===== src/lsi_pkg.sv =====
/*
 Shared constants and types for the status indicator block.
 Assumes a 125 MHz system clock; blink rates are design choices.
*/
package lsi_pkg;
	localparam int CLK_HZ = 125000000;
	localparam int FLASH_MS = 20;
	localparam int SLOW_HALF_MS = 500;
	localparam int FAST_HALF_MS = 125;
	localparam int RUN_STEP_MS = 100;
	localparam int TICK_US = 1000;
	// Cycles per 1 ms tick, rounded down as a period
	localparam int TICK_CYC = CLK_HZ / 1000000 * TICK_US;
	localparam int NUM_CH = 5;

	// Per-indicator colour drive: bit 0 first colour, bit 1 second colour
	typedef enum {
		LSI_OFF, LSI_ON1, LSI_ON2, LSI_SLOW1, LSI_SLOW2, LSI_FAST1,
		LSI_FAST2, LSI_SWAVER, LSI_FWAVER, LSI_FLASH1, LSI_FLASH2, LSI_RUN
	} lsi_pat_e;

	typedef enum {
		LSI_M_NORMAL, LSI_M_NOCFG, LSI_M_FWCFG, LSI_M_PWR, LSI_M_FWUPD,
		LSI_M_TOOL, LSI_M_DISK, LSI_M_LFW, LSI_M_LBAT, LSI_M_LDISK,
		LSI_M_LCFG
	} lsi_mode_e;
endpackage


===== src/lsi_tick_if.sv =====
/*
 Timing phases carried from the rate generator to the pattern logic.
 Assumes one clock domain; all fields are registered; tick and run_step are one-cycle pulses, the phases levels.
*/
`timescale 1ns/100ps
interface lsi_tick_if;
	logic tick;
	logic slow_ph;
	logic fast_ph;
	logic run_step;
	modport gen (output tick, slow_ph, fast_ph, run_step);
	modport use_ph (input tick, slow_ph, fast_ph, run_step);
endinterface


===== src/lsi_top.sv =====
/*
 Status indicator top: maps device state to one dual-colour power
 indicator and one dual-colour traffic indicator per channel.
 Assumes all status inputs synchronous to sys_clk; per-channel events
 are one-cycle pulses, the rest are levels.
*/
`timescale 1ns/100ps
module lsi_top #(
	parameter int NUM_CH = lsi_pkg::NUM_CH,
	parameter int TICK_CYC = lsi_pkg::TICK_CYC,
	parameter int SLOW_HALF = lsi_pkg::SLOW_HALF_MS,
	parameter int FAST_HALF = lsi_pkg::FAST_HALF_MS,
	parameter int FLASH_TICKS = lsi_pkg::FLASH_MS,
	parameter int RUN_STEP = lsi_pkg::RUN_STEP_MS
) (
	input wire logic sys_clk,
	input wire logic rst,
	input wire logic logger_mode,
	input wire logic usb_configured,
	input wire logic fw_cfg_error,
	input wire logic power_problem,
	input wire logic fw_update,
	input wire logic tool_connected,
	input wire logic disk_busy,
	input wire logic hw_error,
	input wire logic battery_fault,
	input wire logic disk_fault,
	input wire logic config_bad,
	input wire logic script_load_fail,
	input wire logic log_armed,
	input wire logic log_active,
	input wire logic log_stopped,
	input wire logic [NUM_CH-1:0] frame_evt,
	input wire logic [NUM_CH-1:0] err_frame_evt,
	input wire logic [NUM_CH-1:0] err_passive,
	input wire logic [NUM_CH-1:0] rx_overrun,
	input wire logic [NUM_CH-1:0] bus_off,
	input wire logic [NUM_CH:0] script_ovr_en,
	input wire logic [2*NUM_CH+1:0] script_ovr_val,
	output logic power_indicator_label_green,
	output logic power_indicator_label_yellow,
	output logic [NUM_CH-1:0] traffic_yellow,
	output logic [NUM_CH-1:0] traffic_red
);
	localparam int NSTEP = 2 * NUM_CH + 2;

	lsi_tick_if ph();

	lsi_rate_gen #(
		.TICK_CYC(TICK_CYC),
		.SLOW_HALF(SLOW_HALF),
		.FAST_HALF(FAST_HALF),
		.RUN_STEP(RUN_STEP)
	) u_rate (
		.sys_clk(sys_clk),
		.rst(rst),
		.ph(ph)
	);

	logic [NUM_CH-1:0] fl_y;
	logic [NUM_CH-1:0] fl_r;

	for (genvar c = 0; c < NUM_CH; c++) begin : g_ch
		lsi_flash #(.FLASH_TICKS(FLASH_TICKS)) u_fy (
			.sys_clk(sys_clk),
			.rst(rst),
			.tick(ph.tick),
			.event_in(frame_evt[c]),
			.lit(fl_y[c])
		);
		lsi_flash #(.FLASH_TICKS(FLASH_TICKS)) u_fr (
			.sys_clk(sys_clk),
			.rst(rst),
			.tick(ph.tick),
			.event_in(err_frame_evt[c]),
			.lit(fl_r[c])
		);
	end

	typedef struct packed {
		logic [NUM_CH-1:0] ovr;
		logic [7:0] run_pos;
		logic pwr_g;
		logic pwr_y;
		logic [NUM_CH-1:0] tr_y;
		logic [NUM_CH-1:0] tr_r;
	} lsi_top_s;
	lsi_top_s r, next_r;

	// Two-colour value of a pattern: {second, first}
	function automatic logic [1:0] pat(input lsi_pkg::lsi_pat_e p,
		input logic slow, input logic fast);
		unique case (p)
			lsi_pkg::LSI_OFF: pat = 2'h0;
			lsi_pkg::LSI_ON1: pat = 2'h1;
			lsi_pkg::LSI_ON2: pat = 2'h2;
			lsi_pkg::LSI_SLOW1: pat = {1'b0, slow};
			lsi_pkg::LSI_SLOW2: pat = {slow, 1'b0};
			lsi_pkg::LSI_FAST1: pat = {1'b0, fast};
			lsi_pkg::LSI_FAST2: pat = {fast, 1'b0};
			lsi_pkg::LSI_SWAVER: pat = {~slow, slow};
			lsi_pkg::LSI_FWAVER: pat = {~fast, fast};
			default: pat = 2'h0;
		endcase
	endfunction

	lsi_pkg::lsi_mode_e mode;
	lsi_pkg::lsi_pat_e pwr_p;
	lsi_pkg::lsi_pat_e all_p;
	logic all_forced;

	// Device-wide mode, highest priority first
	always_comb begin
		if (tool_connected)
			mode = lsi_pkg::LSI_M_TOOL;
		else if (logger_mode && hw_error)
			mode = lsi_pkg::LSI_M_LFW;
		else if (logger_mode && battery_fault)
			mode = lsi_pkg::LSI_M_LBAT;
		else if (logger_mode && disk_fault)
			mode = lsi_pkg::LSI_M_LDISK;
		else if (logger_mode && (config_bad || script_load_fail))
			mode = lsi_pkg::LSI_M_LCFG;
		else if (!logger_mode && !usb_configured)
			mode = lsi_pkg::LSI_M_NOCFG;
		else if (!logger_mode && fw_cfg_error)
			mode = lsi_pkg::LSI_M_FWCFG;
		else if (!logger_mode && power_problem)
			mode = lsi_pkg::LSI_M_PWR;
		else if (disk_busy)
			mode = lsi_pkg::LSI_M_DISK;
		else if (fw_update)
			mode = lsi_pkg::LSI_M_FWUPD;
		else
			mode = lsi_pkg::LSI_M_NORMAL;
	end

	// Power is {yellow, green}; traffic is {red, yellow}
	always_comb begin
		all_forced = 1'b1;
		all_p = lsi_pkg::LSI_OFF;
		pwr_p = lsi_pkg::LSI_ON1;
		unique case (mode)
			lsi_pkg::LSI_M_TOOL: begin
				pwr_p = lsi_pkg::LSI_RUN;
				all_p = lsi_pkg::LSI_RUN;
			end
			lsi_pkg::LSI_M_LFW: begin
				pwr_p = lsi_pkg::LSI_FWAVER;
				all_p = lsi_pkg::LSI_FWAVER;
			end
			lsi_pkg::LSI_M_LBAT: begin
				pwr_p = lsi_pkg::LSI_FWAVER;
				all_p = lsi_pkg::LSI_SWAVER;
			end
			lsi_pkg::LSI_M_LDISK: begin
				pwr_p = lsi_pkg::LSI_ON2;
				all_p = lsi_pkg::LSI_SLOW2;
			end
			lsi_pkg::LSI_M_LCFG: begin
				pwr_p = lsi_pkg::LSI_ON2;
				all_p = lsi_pkg::LSI_FAST2;
			end
			lsi_pkg::LSI_M_NOCFG: begin
				pwr_p = lsi_pkg::LSI_SLOW2;
				all_p = lsi_pkg::LSI_OFF;
			end
			lsi_pkg::LSI_M_FWCFG: begin
				pwr_p = lsi_pkg::LSI_SWAVER;
				all_p = lsi_pkg::LSI_SWAVER;
			end
			lsi_pkg::LSI_M_PWR: begin
				pwr_p = lsi_pkg::LSI_SWAVER;
				all_p = lsi_pkg::LSI_SLOW1;
			end
			lsi_pkg::LSI_M_DISK: begin
				pwr_p = lsi_pkg::LSI_ON1;
				all_p = lsi_pkg::LSI_FAST1;
			end
			lsi_pkg::LSI_M_FWUPD: begin
				all_p = lsi_pkg::LSI_FAST1;
			end
			lsi_pkg::LSI_M_NORMAL: begin
				all_forced = 1'b0;
				if (!logger_mode)
					pwr_p = lsi_pkg::LSI_ON1;
				else if (log_active)
					pwr_p = lsi_pkg::LSI_FAST1;
				else if (log_stopped)
					pwr_p = lsi_pkg::LSI_SLOW1;
				else if (log_armed)
					pwr_p = lsi_pkg::LSI_ON1;
				else
					pwr_p = lsi_pkg::LSI_OFF;
			end
		endcase
	end

	always_comb begin
		logic [1:0] v;
		logic [1:0] p2;
		v = 2'h0;
		p2 = 2'h0;
		next_r = r;
		for (int c = 0; c < NUM_CH; c++) begin
			// Overrun set wins over bus-off clear in the same cycle
			if (rx_overrun[c])
				next_r.ovr[c] = 1'b1;
			else if (bus_off[c])
				next_r.ovr[c] = 1'b0;
		end
		if (mode != lsi_pkg::LSI_M_TOOL)
			next_r.run_pos = 8'h00;
		else if (ph.run_step)
			next_r.run_pos = (r.run_pos == 8'(NSTEP - 1)) ? 8'h00
				: r.run_pos + 8'h01;
		if (pwr_p == lsi_pkg::LSI_RUN)
			p2 = {r.run_pos == 8'h01, r.run_pos == 8'h00};
		else
			p2 = pat(pwr_p, ph.slow_ph, ph.fast_ph);
		next_r.pwr_g = p2[0];
		next_r.pwr_y = p2[1];
		if (script_ovr_en[0]) begin
			next_r.pwr_g = script_ovr_val[0];
			next_r.pwr_y = script_ovr_val[1];
		end
		for (int c = 0; c < NUM_CH; c++) begin
			if (all_p == lsi_pkg::LSI_RUN)
				v = {r.run_pos == 8'(2 * c + 3), r.run_pos == 8'(2 * c + 2)};
			else if (all_forced)
				v = pat(all_p, ph.slow_ph, ph.fast_ph);
			else if (r.ovr[c])
				v = 2'h2;
			else if (err_passive[c])
				v = {ph.fast_ph, 1'b0};
			else
				v = {fl_r[c], fl_y[c] & ~fl_r[c]};
			if (script_ovr_en[c+1])
				v = script_ovr_val[2*c+3 -: 2];
			next_r.tr_y[c] = v[0];
			next_r.tr_r[c] = v[1];
		end
	end

	always_ff @(posedge sys_clk or posedge rst) begin
		if (rst)
			r <= '0;
		else
			r <= next_r;
	end

	assign power_indicator_label_green = r.pwr_g;
	assign power_indicator_label_yellow = r.pwr_y;
	assign traffic_yellow = r.tr_y;
	assign traffic_red = r.tr_r;
endmodule


===== src/lsi_rate_gen.sv =====
/*
 Rate generator: millisecond tick, slow and fast square phases,
 running-pattern step pulse. Assumes sys_clk at the package rate.
*/
`timescale 1ns/100ps
module lsi_rate_gen #(
	parameter int TICK_CYC = lsi_pkg::TICK_CYC,
	parameter int SLOW_HALF = lsi_pkg::SLOW_HALF_MS,
	parameter int FAST_HALF = lsi_pkg::FAST_HALF_MS,
	parameter int RUN_STEP = lsi_pkg::RUN_STEP_MS
) (
	input wire logic sys_clk,
	input wire logic rst,
	lsi_tick_if.gen ph
);
	typedef struct packed {
		logic [31:0] pre;
		logic [15:0] slow_cnt;
		logic [15:0] fast_cnt;
		logic [15:0] run_cnt;
		logic tick;
		logic slow_ph;
		logic fast_ph;
		logic run_step;
	} lsi_rg_s;
	lsi_rg_s r, next_r;

	function automatic logic [15:0] wrap(input logic [15:0] c, input int n);
		wrap = (c == 16'(n - 1)) ? 16'h0000 : c + 16'h0001;
	endfunction

	always_comb begin
		next_r = r;
		next_r.tick = 1'b0;
		next_r.run_step = 1'b0;
		if (r.pre == 32'(TICK_CYC - 1)) begin
			next_r.pre = 32'h0;
			next_r.tick = 1'b1;
		end else begin
			next_r.pre = r.pre + 32'h1;
		end
		if (r.tick) begin
			// Equal on and off halves; fast is the shorter half period
			next_r.slow_cnt = wrap(r.slow_cnt, SLOW_HALF);
			if (r.slow_cnt == 16'(SLOW_HALF - 1))
				next_r.slow_ph = ~r.slow_ph;
			next_r.fast_cnt = wrap(r.fast_cnt, FAST_HALF);
			if (r.fast_cnt == 16'(FAST_HALF - 1))
				next_r.fast_ph = ~r.fast_ph;
			next_r.run_cnt = wrap(r.run_cnt, RUN_STEP);
			if (r.run_cnt == 16'(RUN_STEP - 1))
				next_r.run_step = 1'b1;
		end
	end

	always_ff @(posedge sys_clk or posedge rst) begin
		if (rst)
			r <= '0;
		else
			r <= next_r;
	end

	assign ph.tick = r.tick;
	assign ph.slow_ph = r.slow_ph;
	assign ph.fast_ph = r.fast_ph;
	assign ph.run_step = r.run_step;
endmodule


===== src/lsi_flash.sv =====
/*
 Flash stretcher for one colour: an event lights it for a fixed number
 of ticks; repeated events keep it lit. Assumes tick from rate gen.
*/
`timescale 1ns/100ps
module lsi_flash #(
	parameter int FLASH_TICKS = lsi_pkg::FLASH_MS
) (
	input wire logic sys_clk,
	input wire logic rst,
	input wire logic tick,
	input wire logic event_in,
	output logic lit
);
	typedef struct packed {
		logic [15:0] cnt;
	} lsi_fl_s;
	lsi_fl_s r, next_r;

	always_comb begin
		next_r = r;
		// New event wins over the countdown so none is lost
		if (event_in)
			next_r.cnt = 16'(FLASH_TICKS);
		else if (tick && r.cnt != 16'h0000)
			next_r.cnt = r.cnt - 16'h0001;
	end

	always_ff @(posedge sys_clk or posedge rst) begin
		if (rst)
			r <= '0;
		else
			r <= next_r;
	end

	assign lit = (r.cnt != 16'h0000);
endmodule


===== config.mk =====
export PLATFORM = sky130hd
export DESIGN_NAME = lsi_top
export DESIGN_NICKNAME = d
export VERILOG_FILES = /design/src/lsi_pkg.sv /design/src/lsi_tick_if.sv /design/src/lsi_top.sv /design/src/lsi_rate_gen.sv /design/src/lsi_flash.sv
export SDC_FILE = /design/constraint.sdc
export NUM_CORES = 1
export LEC_CHECK = 0
export CORE_UTILIZATION = 60
export DETAILED_ROUTE_END_ITERATION = 16
export DONT_BUFFER_PORTS = 1
export MAX_ROUTING_LAYER = met4
export PLACE_DENSITY = 0.76
export SLEW_MARGIN = 10
export SYNTH_ARGS = -nofsm -noshare
export SYNTH_HDL_FRONTEND = slang
export SYNTH_SLANG_ARGS = --single-unit
export TNS_END_PERCENT = 50

===== constraint.sdc =====
create_clock -name sys_clk -period 11.19 [get_ports sys_clk]
set_input_delay 1.119 -clock sys_clk [delete_from_list [all_inputs] [get_ports sys_clk]]
set_output_delay 1.119 -clock sys_clk [all_outputs]
set_load 0.02 [all_outputs]

### After elaboration in Yosys (flattened, before gate mapping)

Index checks and enable logic that the tools add are counted.

| operators by class | value |
|---|---|
| $add $sub $neg | 15 |
| equal/unequal tests | 44 |
| muxes and demuxes | 85 |
| bitwise logic cells | 12 |
| reduce and logical (&&, ||, !) cells | 55 |

Operators by type and width:

| cell | count |
|---|---|
| $eq A32 B3 Y1 const B | 12 |
| $mux W16 | 23 |
| $eq A32 B2 Y1 const B | 6 |
| $eq A32 B4 Y1 const B | 5 |
| $reduce_bool A16 Y1 | 10 |
| $sub A16 B1 Y16 const B | 10 |
| $eq A32 B1 Y1 const B | 3 |
| $eq A32 B5 Y1 const B | 2 |
| $mux W2 | 28 |
| $add A16 B1 Y16 const B | 3 |
| $add A32 B1 Y32 const B | 1 |
| $eq A16 B7 Y1 const B | 2 |
| $eq A32 B17 Y1 const B | 1 |
| $eq A8 B3 Y1 const B | 4 |
| $eq A8 B4 Y1 const B | 4 |
| $logic_not A32 Y1 | 1 |
| $mux W32 | 1 |
| $ne A32 B4 Y1 const B | 1 |
| $pmux W2 S8 | 2 |
| $reduce_bool A2 Y1 | 16 |
| $pmux W4 S7 | 1 |
| $mux W8 | 3 |
| $pmux W4 S6 | 1 |
| $mux W3 | 7 |
| other kinds (14) | 64 |

| storage, ports and cells | value |
|---|---|
| register bits | 269 |

### Depth between registers and ports, before layout

Gate-level depths: netlist of the first run.

| logic depth | value |
|---|---|
| depth in word-level cells | 18 |
| mapped depth | 9 |

### Modules after synthesis

From an unflattened synthesis of the first run, not the netlist that was laid out.

| second synthesis, totals | value |
|---|---|
| cell total of the unflattened synthesis | 1590 |
| area total of the unflattened synthesis | 15423.5 um^2 |

By module, submodules not included:

| module | instances | cells an instance | area an instance (um^2) | seq. area each (um^2) |
|---|---|---|---|---|
| lsi_flash | 10 | 99 | 959.7 | 400.4 |
| lsi_rate_gen | 1 | 361 | 3881.2 | 2102.0 |
| lsi_top | 1 | 239 | 1945.6 | 625.6 |

### Least setup slack after synthesis of the first run

OpenSTA, ideal clock, no wires.

| timing | value |
|---|---|
| kind | input to register |
| start | input script_load_fail |
| end | register r (netlist bit traffic_yellow[1]) |
| arrival | 2822 ps |
| required time | 11126 ps |
| slack | 8304 ps |
| stages | 6 |
| buffers on the path | 0 |
| cells stage by stage | or3_1 a32o_1 nor4_4 o2111ai_1 a221oi_1 a21o_1 |

RTL lines:

| element | RTL line | RTL |
|---|---|---|
| start: declaration | lsi_top.sv:29 | `input wire logic script_load_fail,` |
| end signal: assignment | lsi_top.sv:249 | `r <= next_r;` |
| end: declaration | lsi_top.sv:88 | `lsi_top_s r, next_r;` |

==> qor.yml, run 1 <==
place_congestion: 1.02
arrival_ps: 3130
leakage_nw: 6.24
drv_slew: 0
grt_setup_unrepaired: "no"
slew_headroom: 0.318
post-dp-hpwl_um: 18400
ir_worst_vdd_mv: 0.104
reg2reg_depth: 6
ctsHoldBuffers: 0
critPathLaunchType: "input port"
via_per_inst: 5.95
drtAntennaViolNets: 0
reg2reg_from: "g_ch[0].u_fr.r[2]"
endpoint: "traffic_yellow[1]"
num_vias: 10081
cts_resized: 0
cts_buffers: 29
outcome: "finished, final reports clean"
cts_max_level: 1
wl_per_cell_um: 16.2
async_reset_ff_frac: 1.00
p_total_mw: 1.94
setup_violations: 0
num_io_pins: 72
ys_ff_latch: 269
io_buffers: 0
synth-seq-area-share: 0.492
core_area_sq_mm: 0.0221
syn_area_sq_mm: 0.0137
crit_start: "script_load_fail"
finalCriticalPeriod_ps: 2650
grt_usage: 0.250
p_per_area_mw_per_mm2: 132
skew_ps: 13.8
cts_tree: "done"
overflow: 0
crit_fanout: 10
layout_worst_path_cycle_share: 0.237
max-cap-violations: 0
synth_edf_count: 0
initial_utilization: 0.619
yosysWarnings: 0
hold_violations: 0
antenna_found_initial: 0
setup_tns_ps: 0
setup.worst_path.class: "input port to flop"
fmax_mhz: 377
grt_pass1_vias: 9894
cts.sink_count: 269
crit_required_ps: 11670
die_w_um: 153
nets: 1471
cts_max_path_buffers: 3
avgSynthCellArea_sq_um: 9.76
ys_dominant_reg_cell: "dfrtp_1"
rrSetupSlack_ps: 8660
critPathCaptureType: "flop"
drc: 0
root_buffer: "clkbuf_16"
cts_setup_buffers: 0
drt_first_pass_iters: 5
n_antenna_cell: 0
syn-num-nets: 1480
tightest_slew_ps: 1020
synthToLayoutAreaGrowth_pct: 8.00
synth_cell_type_count: 71
die_y_um: 153
synthCells: 1401
drive_gt1_frac: 0.0452
drt_wl_total_um: 27400
insertion_delay_ps: 550
drt_iter0_markers: 686
dieArea_sq_mm: 0.0234
rr_endpoint: "traffic_red[0]"
grt_pass1_wl_um: 47300
clkTransAtPathRegs_ps: 60
grt_max_degree: 117
num_rows: 54
hp-class: "flop to flop"
-- cells by family (layout without fill, tap and decap cells) --
group                      count (synthesis)  in the layout  synth area share
DFF                                      269            269             0.492
xor gates and xnor gates                 200            200             0.128
AOI/OAI and AO/OA                        180            180            0.0884
adders and majority gates                 19             19            0.0174
muxes                                      6              6           0.00439
and+or+nand+nor                          638            638             0.242
buffers and inverters                     89            103            0.0275
-- report_power, final --
part | leakage, nW | total [mW] | switching, mW | internal, mW
clock | 0.449 | 0.908 | 0.383 | 0.526
sequential | 3.60 | 0.987 | 0.00950 | 0.978
combinational | 2.20 | 0.0477 | 0.0342 | 0.0134
-- worst min path at each step --
stage | startpoint | end | slack, ps | cells past startpoint
after CTS | u_rate.r[52] | u_rate.r[52] | 460 | 1
after floorplan | u_rate.r[52] | u_rate.r[52] | 430 | 1
after global placement | u_rate.r[52] | u_rate.r[52] | 450 | 1
after global routing | u_rate.r[52] | u_rate.r[52] | 490 | 1
after detailed placement | u_rate.r[52] | u_rate.r[52] | 450 | 1
final | u_rate.r[52] | u_rate.r[52] | 460 | 1
-- critical path, stage by stage --
cell,delay [ps]
or3_1,390
a32o_1,360
nor4_4,580
o2111ai_1,220
a221oi_1,330
a21o_1,120
-- layout make-up --
| class | instances | area [sq um] |
|---|---|---|
| inverter | 46 | 180 |
| clock buffer | 45 | 856 |
| sequential | 269 | 6730 |
| timing repair buffer | 3 | 22.5 |
| clock inverter | 9 | 60.1 |
| multi-input combinational | 1043 | 6560 |
| fill | 1651 | 7330 |
| tap | 280 | 350 |
-- metal layers --
| layer | wire (um) | global-route usage | up-vias |
|---|---|---|---|
| li1 | - | - | 4906 |
| met1 | 12500 | 0.332 | 4885 |
| met2 | 12700 | 0.397 | 233 |
| met3 | 1460 | 0.0414 | 57 |
| met4 | 741 | 0.0722 | 0 |
| met5 | 0 | - | - |
-- flip-flops by register name, summed over array words and instances, names as in the netlist --
register and flops:
g_ch.u_fr.r 80, g_ch.u_fy.r 80, power_indicator_label_green 1, power_indicator_label_yellow 1, r 13, traffic_red 5, traffic_yellow 5, u_rate.ph.fast_ph 1
u_rate.ph.run_step 1, u_rate.ph.slow_ph 1, u_rate.ph.tick 1, u_rate.r 80
-- synthesized netlist by cell type, types with 11 or more instances --
cell type / n / area [sq um]
ha_1: 19 / 238
and3_1: 16 / 100
nand2b_1: 25 / 156
o21ai_0: 37 / 185
dfrtp_1: 269 / 6730
clkbuf_1: 23 / 86.3
nor2_1: 218 / 818
or3_1: 30 / 188
o211ai_1: 11 / 82.6
xor2_1: 88 / 771
nand3_1: 52 / 260
nor4_1: 41 / 257
nand4_1: 25 / 156
or4_1: 27 / 203
xnor2_1: 112 / 981
nor3_1: 51 / 255
a21oi_1: 48 / 240
inv_1: 45 / 169
nand2_1: 82 / 308
-- through the flow --
step / utilization / hold slack, ps / instance area (sq um) / instances / setup WS (ps)
after floorplan: - / 433 / 13700 / 1401 / 2660
after global placement: 0.627 / 446 / 13800 / 1641 / 8080
after detailed placement: 0.627 / 451 / 13800 / 1641 / 8050
after CTS: 0.668 / 459 / 14800 / 1695 / 8590
after global routing: 0.668 / 485 / 14800 / 1695 / 8420
final: 0.668 / 457 / 14800 / 1695 / 8540
-- layout by cell type, fill, tap and decap left out, drive strengths merged, types with 48 or more instances in the layout --
master	n
nand2	82
nand3	52
xnor2	112
a21oi	48
dfrtp	269
nor2	218
inv	48
xor2	88
nor3	52
(Power assumes the default switching activity.)
==> run 2, diff against run 1 <==
--- a/config.mk
+++ b/config.mk
@@ -5,6 +5,7 @@
 export SDC_FILE = /design/constraint.sdc
 export NUM_CORES = 1
 export LEC_CHECK = 0
+export ABC_AREA = 1
 export CORE_UTILIZATION = 60
 export DETAILED_ROUTE_END_ITERATION = 16
 export DONT_BUFFER_PORTS = 1
==> constraint.sdc (replaced) <==
create_clock -name sys_clk -period 2.5 [get_ports sys_clk]
set_input_delay 0.25 -clock sys_clk [delete_from_list [all_inputs] [get_ports sys_clk]]
set_output_delay 0.25 -clock sys_clk [all_outputs]
set_load 0.02 [all_outputs]
==> run 2 against run 1 <==
- die area up 8.4%
- critical path depth is 7 higher
- combinational power increased to 8.4 times the previous value
- first-iteration DRC count grew 46%
- setup slack got worse by 8500 ps
- clock skew is 6.4 ps lower
- clock-buffer cell count is 1 higher
- worst hold slack worse by 430 ps
- highest routed layer unchanged
- cell area grew 13%
- core utilization up 2.2 points
==> qor.yml, run 2 <==
outcome: "finished, final reports clean"
p_total_mw: 9.28
drc: 0
layout_commonest_cell: "inv_1"
num_vias: 12775
rrSetupSlack_ps: 80
drive_gt1_frac: 0.0777
rr_endpoint: "traffic_yellow[3]"
yosys-top-cells-count: "inv_1 (308), dfrtp_1 (269), nand2_1 (253)"
fin_hold_ws_ps: 28.6
setup_violations: 0
tightest_slew_ps: 639
max_stage_delay_ps: 540
post-route-util: 0.690
reg_top3: "g_ch.u_fr.r (80), g_ch.u_fy.r (80), u_rate.r (80)"
ys_ff_latch: 269
grt_usage: 0.279
cts_buffers: 30
crit_chain: "inv_1 > ha_1 > inv_1 > nor3_2 > nand2_2 > nor2_4 > nand2_4 > nor2_2 > nand4_1 > nand4_1 > nand2_2 > nand2_1 > dlygate4sd3_1"
post-synth-top-count-cell: "inv_1"
p_seq_frac: 0.476
layout_worst_path_cycle_share: 0.970
reg2reg_depth: 13
arrival_ps: 2920
synth_cell_type_count: 52
hold_violations: 0
nets: 2039
io_buffers: 0
insertion_delay_ps: 550
switching_share: 0.223
cts_max_level: 1
cp_top_family: "simple AND/OR/NAND/NOR gates"
die_w_um: 159
cts_max_path_buffers: 3
synthToLayoutAreaGrowth_pct: 12.8
wl_per_cell_um: 14.5
max-cap-violations: 0
drtAntennaViolNets: 0
critPathLaunchType: "flop"
die_y_um: 159
mostFrequentLayoutCells: "inv_1 (304), dfrtp_1 (269), nand2_1 (251)"
hp-class: "input port to flop"
syn_area_sq_mm: 0.0148
synth-seq-area-share: 0.454
comb_power_share: 0.043
overflow: 0
crit_slowest_cell: "dlygate4sd3_1"
avgSynthCellArea_sq_um: 7.82
core_area_sq_mm: 0.0242
num_io_pins: 72
crit_fanout: 3
internal_power_mw: 7.21
num_rows: 57
finalCriticalPeriod_ps: 2420
drt_wl_total_um: 33400
via_per_inst: 5.54
grt_pass1_wl_um: 57600
grt_max_degree: 81
grt_setup_unrepaired: "no"
yosysWarnings: 0
skew_ps: 7.43
min_from: "err_frame_evt[1]"
critPathCaptureType: "flop"
cts.sink_count: 269
place_congestion: 0.938
async_reset_ff_frac: 1.00
initial_utilization: 0.612
setup_tns_ps: 0
synth_top_area_cell: "dfrtp_1"
power_switching_mw: 2.07
reg2reg_from: "g_ch[3].u_fr.r[1]"
fmax_mhz: 413
syn-num-nets: 1977
drt_first_pass_iters: 6
yosysTopAreaCellShare: 0.454
grt_pass1_vias: 12490
antenna_found_initial: 1
dieArea_sq_mm: 0.0254
post-dp-hpwl_um: 23300
ir_worst_vdd_mv: 0.695
synth_area_leaders: "dfrtp_1 (45%), inv_1 (7.8%), nand2_1 (6.4%), nor2_1 (6.3%), o21ai_0 (4.4%)"
clkTransAtPathRegs_ps: 60
cts_tree: "done"
worstHoldEndpoint: "g_ch[1].u_fr.r[4]"
ys_dominant_reg_cell: "dfrtp_1"
synthCells: 1898
p_clk_frac: 0.480
drt_iter0_markers: 1004
root_buffer: "clkbuf_16"
setup.worst_path.class: "flop to flop"
synth_edf_count: 0
crit_required_ps: 2990
hold_path_depth: 2
drv_slew: 0
path_buf_inv: 3
slew_headroom: 0.574
leakage_nw: 7.91
p_per_area_mw_per_mm2: 555
## run 2: cell types whose count changed after synthesis, sizes merged, moves of 47 or more
| cell | change |
|---|---|
| nand2 | +195 |
| a21oi | +68 |
| xnor2 | -94 |
| o21ai | +104 |
| inv | +273 |
| nor2 | +47 |
| nand3 | +79 |
## run 2: cells by family after synthesis
| kind of cell | count (synthesis) | synth area share |
|---|---|---|
| AO/OA/AOI/OAI | 300 | 0.110 |
| buffers and inverters | 350 | 0.0931 |
| flip-flops | 269 | 0.454 |
| XOR/XNOR | 68 | 0.0402 |
| adder cells (fa/ha/maj) | 19 | 0.0160 |
| AND/OR/NAND/NOR | 892 | 0.287 |
## run 2: layout make-up
class	count	area, sq um
tap	324	405
timing repair buffer	60	613
sequential	269	6730
multi-input combinational	1279	6760
inverter	320	1210
clock buffer	46	912
antenna	1	2.50
fill	1933	7520
clock inverter	9	98.8
## run 2: metrics by stage
step	cells	instance area, sq um	setup slack (ps)
after floorplan	1898	14800	-1300
after global placement	2199	15200	307
after detailed placement	2199	15200	289
after CTS	2304	16700	38.0
after global routing	2308	16700	3.91
final	2308	16700	76.0
## run 2: routing by layer
layer,track usage,up-vias,share of wire
met2,0.458,349,0.48
met3,0.0438,73,0.056
li1,-,6355,-
met1,0.355,5998,0.44
met4,0.0927,0,0.028
met5,-,-,0
## run 2: timing repair
action	CTS	global route
hold buffers	50	0
endpoints found under the setup margin	0	4
hold endpoints to repair	108	0
setup buffers	0	3
gates resized for setup	0	13
## run 2: worst max path at each step
stage / from / endpoint / slack (ps) / cells after the start
after floorplan: rst / g_ch[0].u_fr.r[0] / -1300 / 1
after global placement: tool_connected / traffic_yellow[0] / 310 / 11
after detailed placement: tool_connected / traffic_yellow[0] / 290 / 11
after CTS: g_ch[0].u_fr.r[0] / traffic_red[0] / 40 / 11
after global routing: g_ch[3].u_fr.r[1] / traffic_yellow[3] / 4 / 13
final: g_ch[3].u_fr.r[1] / traffic_yellow[3] / 80 / 13
## run 2: power by group through the flow
stage	Clock, mW	Combinational, mW	Sequential (mW)
floorplan	0	0.274	4.48
global placement	0	0.306	4.50
detailed placement	0	0.311	4.50
CTS	4.55	0.401	4.42
global route	4.71	0.453	4.42
finish	4.46	0.403	4.42
